## src/rtl/prt_defines.vh

```
`ifndef PRT_DEFINES_VH
`define PRT_DEFINES_VH

// Base address of each timer's basic register group
`define PRT_T0_BASE 8'h60
`define PRT_T1_BASE 8'h65
`define PRT_T2_BASE 8'h6F
`define PRT_T3_BASE 8'h74

// Offsets inside a basic group; data and reload share the last two
`define PRT_OFS_CTL 8'h00
`define PRT_OFS_IER 8'h01
`define PRT_OFS_IIR 8'h02
`define PRT_OFS_DATA_L 8'h03
`define PRT_OFS_DATA_H 8'h04

// Capture groups: control, A low, A high, B low, B high
`define PRT_T1_CAP_BASE 8'h6A
`define PRT_T3_CAP_BASE 8'h7A
`define PRT_CAP_OFS_CTL 8'h00
`define PRT_CAP_OFS_A_L 8'h01
`define PRT_CAP_OFS_A_H 8'h02
`define PRT_CAP_OFS_B_L 8'h03
`define PRT_CAP_OFS_B_H 8'h04

// Timer 3 compare registers (visible while multi-PWM is off; PWM_CTL1 is always visible)
`define PRT_PWM_CTL1 8'h79
`define PRT_OC_CTL1 8'h7F
`define PRT_OC_CTL2 8'h80
`define PRT_OC_VAL_BASE 8'h81
`define PRT_OC_VAL_LAST 8'h88

// Timer 3 PWM overlay (visible while multi-PWM is on)
`define PRT_PWM_CTL2 8'h7A
`define PRT_PWM_CTL3 8'h7B
`define PRT_PWM_EDGE_BASE 8'h7C
`define PRT_PWM_EDGE_LAST 8'h8B

// Control register fields
`define PRT_CTL_EN 0
`define PRT_CTL_RLD 1
`define PRT_CTL_CONT 2
`define PRT_CTL_DIV_LO 3
`define PRT_CTL_SRC_LO 5
`define PRT_CTL_HALT 7
`define PRT_CTL_RESET 8'h00

// Tick sources
`define PRT_SRC_PRESCALE 2'h0
`define PRT_SRC_RTC 2'h1
`define PRT_SRC_EV_FALL 2'h2
`define PRT_SRC_EV_RISE 2'h3

// Prescaler terminal counts for divide by 4, 16, 64, 256
`define PRT_PRE_LAST_4 8'h03
`define PRT_PRE_LAST_16 8'h0F
`define PRT_PRE_LAST_64 8'h3F
`define PRT_PRE_LAST_256 8'hFF

// Count value at which a tick ends the count
`define PRT_LAST_COUNT 16'h0001

// Interrupt cause bits
`define PRT_IRQ_EOC 0
`define PRT_IRQ_ICA 1
`define PRT_IRQ_ICB 2
`define PRT_IRQ_OC0 3

// Capture edge codes (bit 0 rising, bit 1 falling)
`define PRT_CAP_A_LO 0
`define PRT_CAP_B_LO 2

// Compare and PWM control fields
`define PRT_OC_EN 0
`define PRT_OC_MAST 1
`define PRT_OC_INIT_LO 4
`define PRT_OC_MODE_FORCE 2'h0
`define PRT_OC_MODE_SET 2'h1
`define PRT_OC_MODE_CLEAR 2'h2
`define PRT_OC_MODE_TOGGLE 2'h3
`define PRT_PWM_EN 0

`endif

```

## src/rtl/prt_top_end.v

```verilog
`timescale 1ns/1ps

```

## src/rtl/prt_core.v

```verilog
`timescale 1ns/1ps
`include "prt_defines.vh"

module prt_core #(
  parameter WIDTH = 16
) (
  input wire clock,
  input wire sys_rst,
  input wire run,
  input wire [1:0] src_sel,
  input wire [1:0] div_sel,
  input wire continuous,
  input wire force_load,
  input wire [WIDTH-1:0] reload,
  input wire event_pin,
  input wire rtc_in,
  output reg [WIDTH-1:0] count,
  output wire tick,
  output wire eoc
);

  reg [2:0] ev_sync;
  reg [2:0] rtc_sync;
  reg [7:0] pre;
  reg [7:0] pre_last;
  reg src_tick;
  wire ev_rise;
  wire ev_fall;
  wire rtc_rise;

  // Pin and RTC samplers; stage 0 feeds only stage 1, edges come from stages 1 and 2
  always @(posedge clock or posedge sys_rst) begin
    if (sys_rst) begin
      ev_sync <= 3'h0;
      rtc_sync <= 3'h0;
    end else begin
      ev_sync <= {ev_sync[1:0], event_pin};
      rtc_sync <= {rtc_sync[1:0], rtc_in};
    end
  end

  // Edge seen after the second edge, counter moves on the third
  assign ev_rise = ev_sync[1] & ~ev_sync[2];
  assign ev_fall = ~ev_sync[1] & ev_sync[2];
  assign rtc_rise = rtc_sync[1] & ~rtc_sync[2];

  // Prescaler terminal count
  always @* begin
    case (div_sel)
      2'h0: pre_last = `PRT_PRE_LAST_4;
      2'h1: pre_last = `PRT_PRE_LAST_16;
      2'h2: pre_last = `PRT_PRE_LAST_64;
      default: pre_last = `PRT_PRE_LAST_256;
    endcase
  end

  // Prescaler runs only for the system clock source, restarts when stopped
  always @(posedge clock or posedge sys_rst) begin
    if (sys_rst) begin
      pre <= 8'h00;
    end else if (!run || src_sel != `PRT_SRC_PRESCALE) begin
      pre <= 8'h00;
    end else if (pre == pre_last) begin
      pre <= 8'h00;
    end else begin
      pre <= pre + 8'h01;
    end
  end

  // Tick source selection
  always @* begin
    case (src_sel)
      `PRT_SRC_PRESCALE: src_tick = (pre == pre_last);
      `PRT_SRC_RTC: src_tick = rtc_rise;
      `PRT_SRC_EV_FALL: src_tick = ev_fall;
      default: src_tick = ev_rise;
    endcase
  end

  assign tick = run & src_tick & ~force_load;
  assign eoc = tick & (count == `PRT_LAST_COUNT);

  // Down-counter; a forced reload beats a tick in the same cycle
  always @(posedge clock or posedge sys_rst) begin
    if (sys_rst) begin
      count <= {WIDTH{1'b0}};
    end else if (force_load) begin
      count <= reload;
    end else if (eoc) begin
      count <= continuous ? reload : {WIDTH{1'b0}};
    end else if (tick) begin
      count <= count - {{(WIDTH-1){1'b0}}, 1'b1};
    end
  end

endmodule

```

## src/rtl/prt_top.v

```verilog
// The address-and-strobe port was chosen for this implementation.
`timescale 1ns/1ps
`include "prt_defines.vh"

// How it works
// - Five byte registers per timer.
// - Count readback and reload share addresses.
// - Timer 1 has capture control plus two pairs.
// - Timer 3 PWM overlays capture and compare.
// - Timer 3 capture mirrors timer 1 capture.
// - Two compare controls, four compare value pairs.
// - Three PWM controls, rising and falling pairs.
// - Debug halt bit freezes count during break.
// - Source field picks prescaler, RTC, pin edge.
// - Divider field selects 4, 16, 64, 256.
// - Single pass clears enable at end-of-count.
// - Continuous mode reloads at end-of-count.
// - Writing force reload loads counter immediately.
// - Enable bit gates all counting.
// - Pin edges bypass prescaler, counted third edge.
// - Reading interrupt cause register clears it.
// - RTC source behaves like sampled event pin.
module prt_top #(
  parameter WIDTH = 16
) (
  input wire clock,
  input wire sys_rst,
  input wire [7:0] reg_addr,
  input wire [7:0] reg_wdata,
  input wire reg_write,
  input wire reg_read,
  output reg [7:0] reg_rdata,
  input wire [3:0] event_pin,
  input wire rtc_in,
  input wire debug_break,
  input wire [1:0] capture_pin_a,
  input wire [1:0] capture_pin_b,
  output wire [3:0] compare_out,
  output wire [3:0] pwm_out,
  output wire irq
);

  wire [4*WIDTH-1:0] count_bus;
  wire [3:0] tick_bus;
  wire [3:0] eoc_bus;
  wire [31:0] ev_bus;
  wire [31:0] t_rd;
  wire [3:0] irq_bus;
  wire [3:0] cap_ev;
  wire [15:0] cap_rd;
  wire [3:0] oc_ev;
  wire [WIDTH-1:0] count3;
  wire mpwm;
  reg [7:0] ext_rd;
  reg [7:0] pwm_ctl1;
  reg [7:0] pwm_ctl2;
  reg [7:0] pwm_ctl3;
  reg [7:0] oc_ctl1;
  reg [7:0] oc_ctl2;
  reg [7:0] oc_val [0:7];
  reg [7:0] pwm_val [0:15];
  reg tick3_d;
  wire [7:0] oc_idx;
  wire [7:0] edge_idx;
  wire oc_range;
  wire edge_range;
  integer j;

  function [7:0] timer_base;
    input integer n;
    begin
      case (n)
        0: timer_base = `PRT_T0_BASE;
        1: timer_base = `PRT_T1_BASE;
        2: timer_base = `PRT_T2_BASE;
        default: timer_base = `PRT_T3_BASE;
      endcase
    end
  endfunction

  assign mpwm = pwm_ctl1[`PRT_PWM_EN];
  assign count3 = count_bus[3*WIDTH +: WIDTH];

  // Event sources per timer, by cause bit
  assign ev_bus[7:0] = {7'h00, eoc_bus[0]};
  assign ev_bus[15:8] = {5'h00, cap_ev[1:0], eoc_bus[1]};
  assign ev_bus[23:16] = {7'h00, eoc_bus[2]};
  assign ev_bus[31:24] = {1'b0, oc_ev, cap_ev[3:2], eoc_bus[3]};

  // Basic register set and counter, one copy per timer
  genvar i;
  generate
    for (i = 0; i < 4; i = i + 1) begin : g_tmr
      wire [7:0] base = timer_base(i);
      wire hit_ctl = (reg_addr == base + `PRT_OFS_CTL);
      wire hit_ier = (reg_addr == base + `PRT_OFS_IER);
      wire hit_iir = (reg_addr == base + `PRT_OFS_IIR);
      wire hit_lo = (reg_addr == base + `PRT_OFS_DATA_L);
      wire hit_hi = (reg_addr == base + `PRT_OFS_DATA_H);
      wire [WIDTH-1:0] count;
      wire force_load;
      wire run;
      reg [7:0] ctl;
      reg [7:0] ier;
      reg [7:0] iir;
      reg [7:0] rld_lo;
      reg [7:0] rld_hi;
      reg [7:0] rd;

      // Force reload acts on the write itself and is never stored
      assign force_load = reg_write & hit_ctl & reg_wdata[`PRT_CTL_RLD];
      // A break only freezes the count when the halt bit asks for it
      assign run = ctl[`PRT_CTL_EN] & ~(ctl[`PRT_CTL_HALT] & debug_break);

      // Control register; software write wins over the single-pass stop
      always @(posedge clock or posedge sys_rst) begin
        if (sys_rst) begin
          ctl <= `PRT_CTL_RESET;
        end else if (reg_write && hit_ctl) begin
          ctl <= reg_wdata & ~(8'h01 << `PRT_CTL_RLD);
        end else if (eoc_bus[i] && !ctl[`PRT_CTL_CONT]) begin
          ctl[`PRT_CTL_EN] <= 1'b0;
        end
      end

      // Mask and write-only reload bytes
      always @(posedge clock or posedge sys_rst) begin
        if (sys_rst) begin
          ier <= 8'h00;
          rld_lo <= 8'h00;
          rld_hi <= 8'h00;
        end else if (reg_write) begin
          if (hit_ier) begin
            ier <= reg_wdata;
          end
          if (hit_lo) begin
            rld_lo <= reg_wdata;
          end
          if (hit_hi) begin
            rld_hi <= reg_wdata;
          end
        end
      end

      // Sticky causes; a read clears them but a same-cycle event survives
      always @(posedge clock or posedge sys_rst) begin
        if (sys_rst) begin
          iir <= 8'h00;
        end else begin
          iir <= ((reg_read && hit_iir) ? 8'h00 : iir) | ev_bus[i*8 +: 8];
        end
      end

      // Reads of the shared data address show the live count
      always @* begin
        rd = 8'h00;
        if (hit_ctl) begin
          rd = ctl;
        end else if (hit_ier) begin
          rd = ier;
        end else if (hit_iir) begin
          rd = iir;
        end else if (hit_lo) begin
          rd = count[7:0];
        end else if (hit_hi) begin
          rd = count[15:8];
        end
      end

      assign t_rd[i*8 +: 8] = rd;
      assign irq_bus[i] = |(iir & ier);
      assign count_bus[i*WIDTH +: WIDTH] = count;

      prt_core #(
        .WIDTH(WIDTH)
      ) u_core (
        .clock(clock),
        .sys_rst(sys_rst),
        .run(run),
        .src_sel(ctl[`PRT_CTL_SRC_LO +: 2]),
        .div_sel(ctl[`PRT_CTL_DIV_LO +: 2]),
        .continuous(ctl[`PRT_CTL_CONT]),
        .force_load(force_load),
        .reload({rld_hi, rld_lo}),
        .event_pin(event_pin[i]),
        .rtc_in(rtc_in),
        .count(count),
        .tick(tick_bus[i]),
        .eoc(eoc_bus[i])
      );
    end
  endgenerate

  // Capture units: index 0 serves timer 1, index 1 serves timer 3
  genvar k;
  generate
    for (k = 0; k < 2; k = k + 1) begin : g_cap
      wire [7:0] cbase = (k == 0) ? `PRT_T1_CAP_BASE : `PRT_T3_CAP_BASE;
      wire [WIDTH-1:0] cnt = count_bus[(2*k+1)*WIDTH +: WIDTH];
      // Timer 3 capture registers vanish under the PWM overlay
      wire visible = (k == 0) | ~mpwm;
      wire hit_ctl = visible & (reg_addr == cbase + `PRT_CAP_OFS_CTL);
      wire hit_al = visible & (reg_addr == cbase + `PRT_CAP_OFS_A_L);
      wire hit_ah = visible & (reg_addr == cbase + `PRT_CAP_OFS_A_H);
      wire hit_bl = visible & (reg_addr == cbase + `PRT_CAP_OFS_B_L);
      wire hit_bh = visible & (reg_addr == cbase + `PRT_CAP_OFS_B_H);
      reg [2:0] sa;
      reg [2:0] sb;
      reg [7:0] cctl;
      reg [WIDTH-1:0] cap_a;
      reg [WIDTH-1:0] cap_b;
      reg hold_a;
      reg hold_b;
      reg [7:0] rd;
      wire edge_a = (cctl[`PRT_CAP_A_LO] & sa[1] & ~sa[2]) | (cctl[`PRT_CAP_A_LO+1] & ~sa[1] & sa[2]);
      wire edge_b = (cctl[`PRT_CAP_B_LO] & sb[1] & ~sb[2]) | (cctl[`PRT_CAP_B_LO+1] & ~sb[1] & sb[2]);
      // A pending low-byte read locks out captures so the pair cannot tear
      wire take_a = visible & edge_a & ~hold_a;
      wire take_b = visible & edge_b & ~hold_b;

      // Capture pin samplers; stage 0 feeds only stage 1
      always @(posedge clock or posedge sys_rst) begin
        if (sys_rst) begin
          sa <= 3'h0;
          sb <= 3'h0;
        end else begin
          sa <= {sa[1:0], capture_pin_a[k]};
          sb <= {sb[1:0], capture_pin_b[k]};
        end
      end

      // Capture control, latched values and read locks
      always @(posedge clock or posedge sys_rst) begin
        if (sys_rst) begin
          cctl <= 8'h00;
          cap_a <= {WIDTH{1'b0}};
          cap_b <= {WIDTH{1'b0}};
          hold_a <= 1'b0;
          hold_b <= 1'b0;
        end else begin
          if (reg_write && hit_ctl) begin
            cctl <= reg_wdata;
          end
          if (take_a) begin
            cap_a <= cnt;
          end
          if (take_b) begin
            cap_b <= cnt;
          end
          if (reg_read && hit_al) begin
            hold_a <= 1'b1;
          end else if (reg_read && hit_ah) begin
            hold_a <= 1'b0;
          end
          if (reg_read && hit_bl) begin
            hold_b <= 1'b1;
          end else if (reg_read && hit_bh) begin
            hold_b <= 1'b0;
          end
        end
      end

      // Capture registers read back; values are read-only
      always @* begin
        rd = 8'h00;
        if (hit_ctl) begin
          rd = cctl;
        end else if (hit_al) begin
          rd = cap_a[7:0];
        end else if (hit_ah) begin
          rd = cap_a[15:8];
        end else if (hit_bl) begin
          rd = cap_b[7:0];
        end else if (hit_bh) begin
          rd = cap_b[15:8];
        end
      end

      assign cap_rd[k*8 +: 8] = rd;
      assign cap_ev[2*k +: 2] = {take_b, take_a};
    end
  endgenerate

  assign oc_idx = reg_addr - `PRT_OC_VAL_BASE;
  assign edge_idx = reg_addr - `PRT_PWM_EDGE_BASE;
  assign oc_range = ~mpwm & (reg_addr >= `PRT_OC_VAL_BASE) & (reg_addr <= `PRT_OC_VAL_LAST);
  assign edge_range = mpwm & (reg_addr >= `PRT_PWM_EDGE_BASE) & (reg_addr <= `PRT_PWM_EDGE_LAST);

  // Timer 3 compare and PWM registers; PWM_CTL1 stays visible to leave the overlay
  always @(posedge clock or posedge sys_rst) begin
    if (sys_rst) begin
      pwm_ctl1 <= 8'h00;
      pwm_ctl2 <= 8'h00;
      pwm_ctl3 <= 8'h00;
      oc_ctl1 <= 8'h00;
      oc_ctl2 <= 8'h00;
      for (j = 0; j < 8; j = j + 1) begin
        oc_val[j] <= 8'h00;
      end
      for (j = 0; j < 16; j = j + 1) begin
        pwm_val[j] <= 8'h00;
      end
    end else if (reg_write) begin
      if (reg_addr == `PRT_PWM_CTL1) begin
        pwm_ctl1 <= reg_wdata;
      end else if (mpwm && reg_addr == `PRT_PWM_CTL2) begin
        pwm_ctl2 <= reg_wdata;
      end else if (mpwm && reg_addr == `PRT_PWM_CTL3) begin
        pwm_ctl3 <= reg_wdata;
      end else if (edge_range) begin
        pwm_val[edge_idx[3:0]] <= reg_wdata;
      end else if (!mpwm && reg_addr == `PRT_OC_CTL1) begin
        oc_ctl1 <= reg_wdata;
      end else if (!mpwm && reg_addr == `PRT_OC_CTL2) begin
        oc_ctl2 <= reg_wdata;
      end else if (oc_range) begin
        oc_val[oc_idx[2:0]] <= reg_wdata;
      end
    end
  end

  // Read decode for the timer 3 extension space; unmapped reads give zero
  always @* begin
    ext_rd = 8'h00;
    if (reg_addr == `PRT_PWM_CTL1) begin
      ext_rd = pwm_ctl1;
    end else if (mpwm && reg_addr == `PRT_PWM_CTL2) begin
      ext_rd = pwm_ctl2;
    end else if (mpwm && reg_addr == `PRT_PWM_CTL3) begin
      ext_rd = pwm_ctl3;
    end else if (edge_range) begin
      ext_rd = pwm_val[edge_idx[3:0]];
    end else if (!mpwm && reg_addr == `PRT_OC_CTL1) begin
      ext_rd = oc_ctl1;
    end else if (!mpwm && reg_addr == `PRT_OC_CTL2) begin
      ext_rd = oc_ctl2;
    end else if (oc_range) begin
      ext_rd = oc_val[oc_idx[2:0]];
    end
  end

  // Compares look at the count one cycle after it moves
  always @(posedge clock or posedge sys_rst) begin
    if (sys_rst) begin
      tick3_d <= 1'b0;
    end else begin
      tick3_d <= tick_bus[3];
    end
  end

  // Compare and PWM outputs, one per channel; master mode copies channel 0
  genvar c;
  generate
    for (c = 0; c < 4; c = c + 1) begin : g_out
      wire src0 = oc_ctl1[`PRT_OC_MAST];
      wire [1:0] mode = src0 ? oc_ctl2[1:0] : oc_ctl2[2*c +: 2];
      wire [15:0] cval = src0 ? {oc_val[1], oc_val[0]} : {oc_val[2*c+1], oc_val[2*c]};
      wire hit = ~mpwm & oc_ctl1[`PRT_OC_EN] & tick3_d & (count3 == cval);
      wire [15:0] rise = {pwm_val[4*c+1], pwm_val[4*c]};
      wire [15:0] fall = {pwm_val[4*c+3], pwm_val[4*c+2]};
      reg oc_q;
      reg pwm_q;

      // Forced level holds until the mode changes, then waits for a match
      always @(posedge clock or posedge sys_rst) begin
        if (sys_rst) begin
          oc_q <= 1'b0;
        end else if (mode == `PRT_OC_MODE_FORCE) begin
          oc_q <= oc_ctl1[`PRT_OC_INIT_LO + c];
        end else if (hit) begin
          case (mode)
            `PRT_OC_MODE_SET: oc_q <= 1'b1;
            `PRT_OC_MODE_CLEAR: oc_q <= 1'b0;
            `PRT_OC_MODE_TOGGLE: oc_q <= ~oc_q;
            default: oc_q <= oc_q;
          endcase
        end
      end

      // PWM goes high at its rising count and low at its falling count
      always @(posedge clock or posedge sys_rst) begin
        if (sys_rst) begin
          pwm_q <= 1'b0;
        end else if (!mpwm) begin
          pwm_q <= 1'b0;
        end else if (tick3_d && count3 == rise) begin
          pwm_q <= 1'b1;
        end else if (tick3_d && count3 == fall) begin
          pwm_q <= 1'b0;
        end
      end

      assign compare_out[c] = oc_q;
      assign pwm_out[c] = pwm_q;
      assign oc_ev[c] = hit;
    end
  endgenerate

  // Read data stand only in the cycle after the strobe
  always @(posedge clock or posedge sys_rst) begin
    if (sys_rst) begin
      reg_rdata <= 8'h00;
    end else if (reg_read) begin
      reg_rdata <= t_rd[7:0] | t_rd[15:8] | t_rd[23:16] | t_rd[31:24] | cap_rd[7:0] | cap_rd[15:8] | ext_rd;
    end else begin
      reg_rdata <= 8'h00;
    end
  end

  assign irq = |irq_bus;

endmodule

```

## config.mk

```make
export PLATFORM = sky130hd
export DESIGN_NAME = prt_top
export DESIGN_NICKNAME = d
export VERILOG_FILES = /design/src/rtl/prt_top_end.v /design/src/rtl/prt_core.v /design/src/rtl/prt_top.v
export VERILOG_INCLUDE_DIRS = /design/src /design/src/rtl
export SDC_FILE = /design/constraint.sdc
export NUM_CORES = 2
export LEC_CHECK = 0
export ABC_AREA = 1
export ABC_CLOCK_PERIOD_IN_PS = 22300
export BUFFER_PORTS_ARGS = -buffer_cell sky130_fd_sc_hd__clkbuf_2
export CORE_ASPECT_RATIO = 1.5
export CORE_UTILIZATION = 43
export CTS_BUF_LIST = sky130_fd_sc_hd__clkbuf_16
export DETAILED_ROUTE_END_ITERATION = 10
export GPL_ROUTABILITY_DRIVEN = 0
export PLACE_DENSITY_LB_ADDON = 0.3
export RECOVER_POWER = 50
export SLEW_MARGIN = 0
export SYNTH_ARGS = -nofsm -noshare
export SYNTH_HDL_FRONTEND = slang
export SYNTH_SLANG_ARGS = --single-unit
```

## constraint.sdc

```tcl
create_clock -name clock -period 22.3 [get_ports clock]
set_input_delay 5.575 -clock clock [delete_from_list [all_inputs] [get_ports clock]]
set_output_delay 5.575 -clock clock [all_outputs]
set_load 0.1 [all_outputs]
```

### Yosys cells after proc, flatten, opt, wreduce, memory -nomap -nowiden

Index checks and enable logic that the tools add are counted.

* output and inout bits: 17
* flip-flop bits (word level): 621

* muxes and demuxes: 132
* $add $sub $neg: 10
* equal/unequal tests: 85
* bitwise operators: 140
* order comparisons: 8
* reductions and logical operators: 109

Operators by type and width (number)
* 8-bit two-way mux: 56
* 16-bit two-way mux: 19
* 8-bit by 7-bit equality test with 1-bit output (second input constant): 32
* 16-bit equality test: 12
* 128-bit bitwise mux: 1
* 8-bit one-hot mux with 3 select lines: 4
* 1-bit AND: 77
* 64-bit bitwise mux: 1
* 16-bit by 1-bit equality test with 1-bit output (second input constant): 4
* 16-bit by 1-bit subtractor with 16-bit output (second input constant): 4
* 8-bit OR: 6
* 1-bit inverter: 43
* 1-bit logical AND: 36
* 1-bit two-way mux: 36
* 2-bit AND reduction: 17
* 8-bit by 1-bit adder with 8-bit output (second input constant): 4
* 8-bit AND: 4
* 8-bit binary-select mux with 4-bit select: 1
* 8-bit demux with 4-bit select: 1
* 2-bit equality test (second input constant): 16
* 8-bit equality test: 4
* 2-bit nonzero test: 16
* 32-bit OR reduction: 1
* 8-bit binary-select mux with 3-bit select: 1
* other kinds (32): 88

### Depth between registers and ports, before layout

* word-level depth: 14
* depth in mapped cells: 17
* gate-level depth less buffers: 15

### Hierarchy

Synthesis repeated with hierarchy kept, for this count alone.

* cells, all modules: 4925
* area total of the unflattened synthesis: 34996.1 µm²

Modules (own cells, without submodules)
* prt_top: area an instance 26092.5 µm², instances 1, cells an instance 3597
* prt_core: area an instance 2225.9 µm², instances 4, cells an instance 332

### Worst setup path after synthesis

No wires, ideal clock.

* kind: input to register
* start: input reg_addr[2]
* end: register oc_val (netlist bit g_out[0].cval[9])
* stages: 16
* data required time: 22.167 ns
* arrival time: 7.869 ns
* slack: 14.297 ns
* path buffers: 4
* path through: buf_2 -> clkinv_1 -> clkbuf_1 -> ha_1 -> nand2_1 -> nand3_1 -> nand3_1 -> nor2_8 -> inv_2 -> buf_4 -> nand3b_2 -> nor3_4 -> nand2_2 -> buf_2 -> nand2_1 -> o21ai_0

* longest elaborated chain between the ends: 7

Ends and longest elaborated chain
* from (decl): RTL line prt_top.v:28 `input wire [7:0] reg_addr,`
* 3-bit by 1-bit subtractor with 3-bit output (no line)
* 3-bit inverter with 4-bit output (implied by the code): RTL line prt_top.v:317 `oc_val[oc_idx[2:0]] <= reg_wdata;`
* 4-bit greater-or-equal comparator (implied by the code) / 4-bit by 1-bit < comparator with 1-bit output (equally long branches): RTL line prt_top.v:317
* 1-bit logical AND (implied by the code): RTL line prt_top.v:317
* 8-bit two-way mux (implied by the code): RTL line prt_top.v:317
* 8-bit demux with 3-bit select: RTL line prt_top.v:317
* 64-bit bitwise mux: RTL line prt_top.v:317
* to (signal, indexed assignment): RTL line prt_top.v:317
* to (decl): RTL line prt_top.v:60 `reg [7:0] oc_val [0:7];`

Parallel ways exist; a longest one is shown, timed or not.
A chain may end at the register's enable or synchronous reset.

==> metrics.txt <==
Peak VDD IR=just over 60 uV; pin count of the biggest net entering global routing=104; Area contributors post-synth=dfrtp_1, nand2_1, o21ai_0; drt drc=0; Max clock buf depth=3; Req. time, crit path=22,120 ps; Ys Warns=0; total core area=around 76,000 sq um; CTS tree=yes; Initial Util=43.7%; Post-CTS Resized=0; IO Port Bufs=46; H-Tree Depth=2; fin crit share=63.3%; main flop type after synthesis=dfrtp_1; chip width=230 microns; Cell Area, Placed=approximately 34,000 sq um; Async SR Flop Fraction=100%; met2 usage=50.4%; Fillers=7,678; f_max=around 0.071 GHz; PD cells=71.8 nW/um^2; FF-to-FF Start=g_tmr[3].u_core.count[15]; Layout Nets=~4.6k; CP startpoint=sys_rst; Worst-path clk slew=60 ps; outcome=finished, violations left; Max Cap Violations=7; Synth cell types=56; most instantiated library cell after synthesis=nand2_1; Final Cell Area=35,900 sq um; power share of the combinational group=roughly 18%; crit path max fanout=103; post-route ant nets=0; post-route minimum period=14,120 ps; slew of the pin with the lowest slew margin=~4800 ps; Hold Buf Count CTS=0; hold_ws=347 ps; DR vias/cell=5.61; io pins=47; multi-input logic area=15,900 sq um; sw power=0.000823 W; Post-Synthesis Cells=4,660; failing checks=max-capacitance violations, max-slew violations; switch share=32.0%; DR vias=31.6k; post-synth net total=~4.7k; worst skew pair latency=670 ps; Die Height=343 microns; # rows=roughly 120; RSZ-0062 raised after global routing=no; Worst slew margin=-219%; die area=78,800 sq um; mean post-synth cell area=just over 7 sq um; Pint=0.00175 W; DRT Pass-1 Iters=6; gr busiest metal=met2; hold path start=g_tmr[3].u_core.ev_sync[0]; fraction of layout cells with a size suffix above 1=around 4.9%; mapped cell area=33,400 sq um; sequential area share after synthesis=44.4%; Area Growth Syn to Fin=7.39%; global-route track usage on met3=between 6 and 7%; grt ovf=0; clk sink count=592; Hold Vio Cnt, Final=0; kind of critical path=input port to async pin; initial antenna violation count=0; area leader, netlist=dfrtp_1; Setup-failing EPs final=0; Num CTS Buffers=56; GR Layer Usage met1=between 30% and 40%; skew final=29.0 ps; Post-synth top cells=nand2_1, dfrtp_1, o21ai_0; Seq cells post-synth=592; Crit path arrival time=13,940 ps; number of synthesized flops with an enable pin=0; Reg area=14,800 sq um; initial DRC count=3,060; global-route wire length before repair=184,000 microns; TNS Setup=0 ps; CTS root buf=clkbuf_16; Avg WL per Cell=21.6 microns; hold crit path type=flip-flop to flip-flop; Clk pwr share=36.5%; final WL=between 100,000 and 150,000 microns; sequential share of power=between 40 and 50%; startpoint types=input port; Leakage=17.3 nW; Final Slew Violations=496; HPWL after DPL=82,300 microns; post-synth top area share=between 40% and 50%; GRT Util Overall=a little under a third; Crit. End Element=async pin; number of global-route vias before repair=30.3k; number of post-CTS setup repair buffers=0
[cell type report]
cell class / instances / area share (%)
diodes: 1 / 0.00698
clock buffers: 57 / 3.98
clock inverters: 43 / 0.768
inverters: 446 / 4.68
multi-input cells: 3393 / 44.3
flip-flops and latches: 592 / 41.3
well taps: 1008 / 3.52
repair buffers: 88 / 1.39
[state kept, by name, indices dropped and copies added, names as in the netlist, 28 cells and up]
register and flops:
oc_val 48, g_out.fall 64, g_out.rise 64, g_tmr.rld_hi 32, g_cap.cap_a 32, g_tmr.ctl 28
g_tmr.u_core.count 64, g_tmr.rld_lo 32, g_cap.cap_b 32, g_tmr.ier 32, g_tmr.u_core.pre 32
[cells in the final DEF (no fill, tap or decap), drive strengths merged, types with 2 or more instances in the layout]
cell type / synthesis / routed
inv: 432 / 443
o21ai: 635 / 635
nor3b: 3 / 3
o22ai: 49 / 49
o2bb2ai: 2 / 2
nand2: 1652 / 1652
a221oi: 4 / 4
o21a: 3 / 3
nand3: 303 / 303
xnor2: 28 / 28
or2: 23 / 23
xor2: 95 / 95
nand3b: 8 / 8
nor2: 289 / 289
nor4: 17 / 17
o211ai: 24 / 24
ha: 34 / 34
nor3: 41 / 41
clkinvlp: 0 / 4
clkinv: 14 / 39
a31oi: 5 / 5
a21oi: 91 / 91
a22o: 3 / 3
o31ai: 3 / 3
a211oi: 2 / 2
clkbuf: 175 / 109
dfrtp: 592 / 592
buf: 54 / 36
and3: 2 / 2
nand4: 57 / 57
bufinv: 0 / 3
o2111ai: 12 / 12
[power groups by stage]
stage | Combinational [W] | Clock [W] | Sequential, W
floorplan | 0.000311 | 0 | 0.00118
global placement | 0.000433 | 0 | 0.00120
detailed placement | 0.000437 | 0 | 0.00120
CTS | 0.000438 | 0.000951 | 0.00118
global route | 0.000492 | 0.000983 | 0.00119
finish | 0.000450 | 0.000940 | 0.00118
[layer usage]
metal  wire (microns)  share of wire, %
met1            43900                36
met2            56000                46
met4            11200               9.2
met3            10500               8.6
met5                0                 0
[kinds of logic (layout without fill, tap and decap cells)]
logic type	count (synthesis)	after routing	share of synthesized area, %
fa+ha+maj	34	34	1.27
compound gates	837	837	13.3
buf+inv	675	634	7.99
other cells	0	1	0
mux	1	1	0.0337
xor+xnor	123	123	3.23
flops	592	592	44.4
simple gates	2398	2398	29.8
[path summary, 6_finish.rpt]
kind | slack [ps] | end | cells after the start
setup / recovery | 8180 | g_tmr[1].u_core.count[1] | 4
hold / removal | 350 | g_tmr[3].u_core.ev_sync[1] | 0
setup reg to reg | 18250 | g_tmr[3].u_core.count[14] | 10
hold reg to reg | 350 | g_tmr[3].u_core.ev_sync[1] | 0
max in group clock | 12040 | g_out[0].rise[3] | 11
min in group asynchronous | 6310 | oc_val[21] | 2
[per-stage QoR]
stage          worst slack, ps  total power [W]  std cells  util [%]
5_1_grt                   6390          0.00266       5627      46.9
3_3_place_gp             12490          0.00163       5527      44.7
3_5_place_dp             12400          0.00164       5527      44.7
2_1_floorplan              157          0.00149       4660         -
4_1_cts                  13060          0.00257       5627      47.0
6_report                  8180          0.00257       5628      46.9
[worst max-delay path: stages]
cell and delay [ps]:
clkbuf_2 80, clkinvlp_2 2600, clkbuf_1 2490, clkbuf_1 2940
Power figures use the tool's default switching activity.
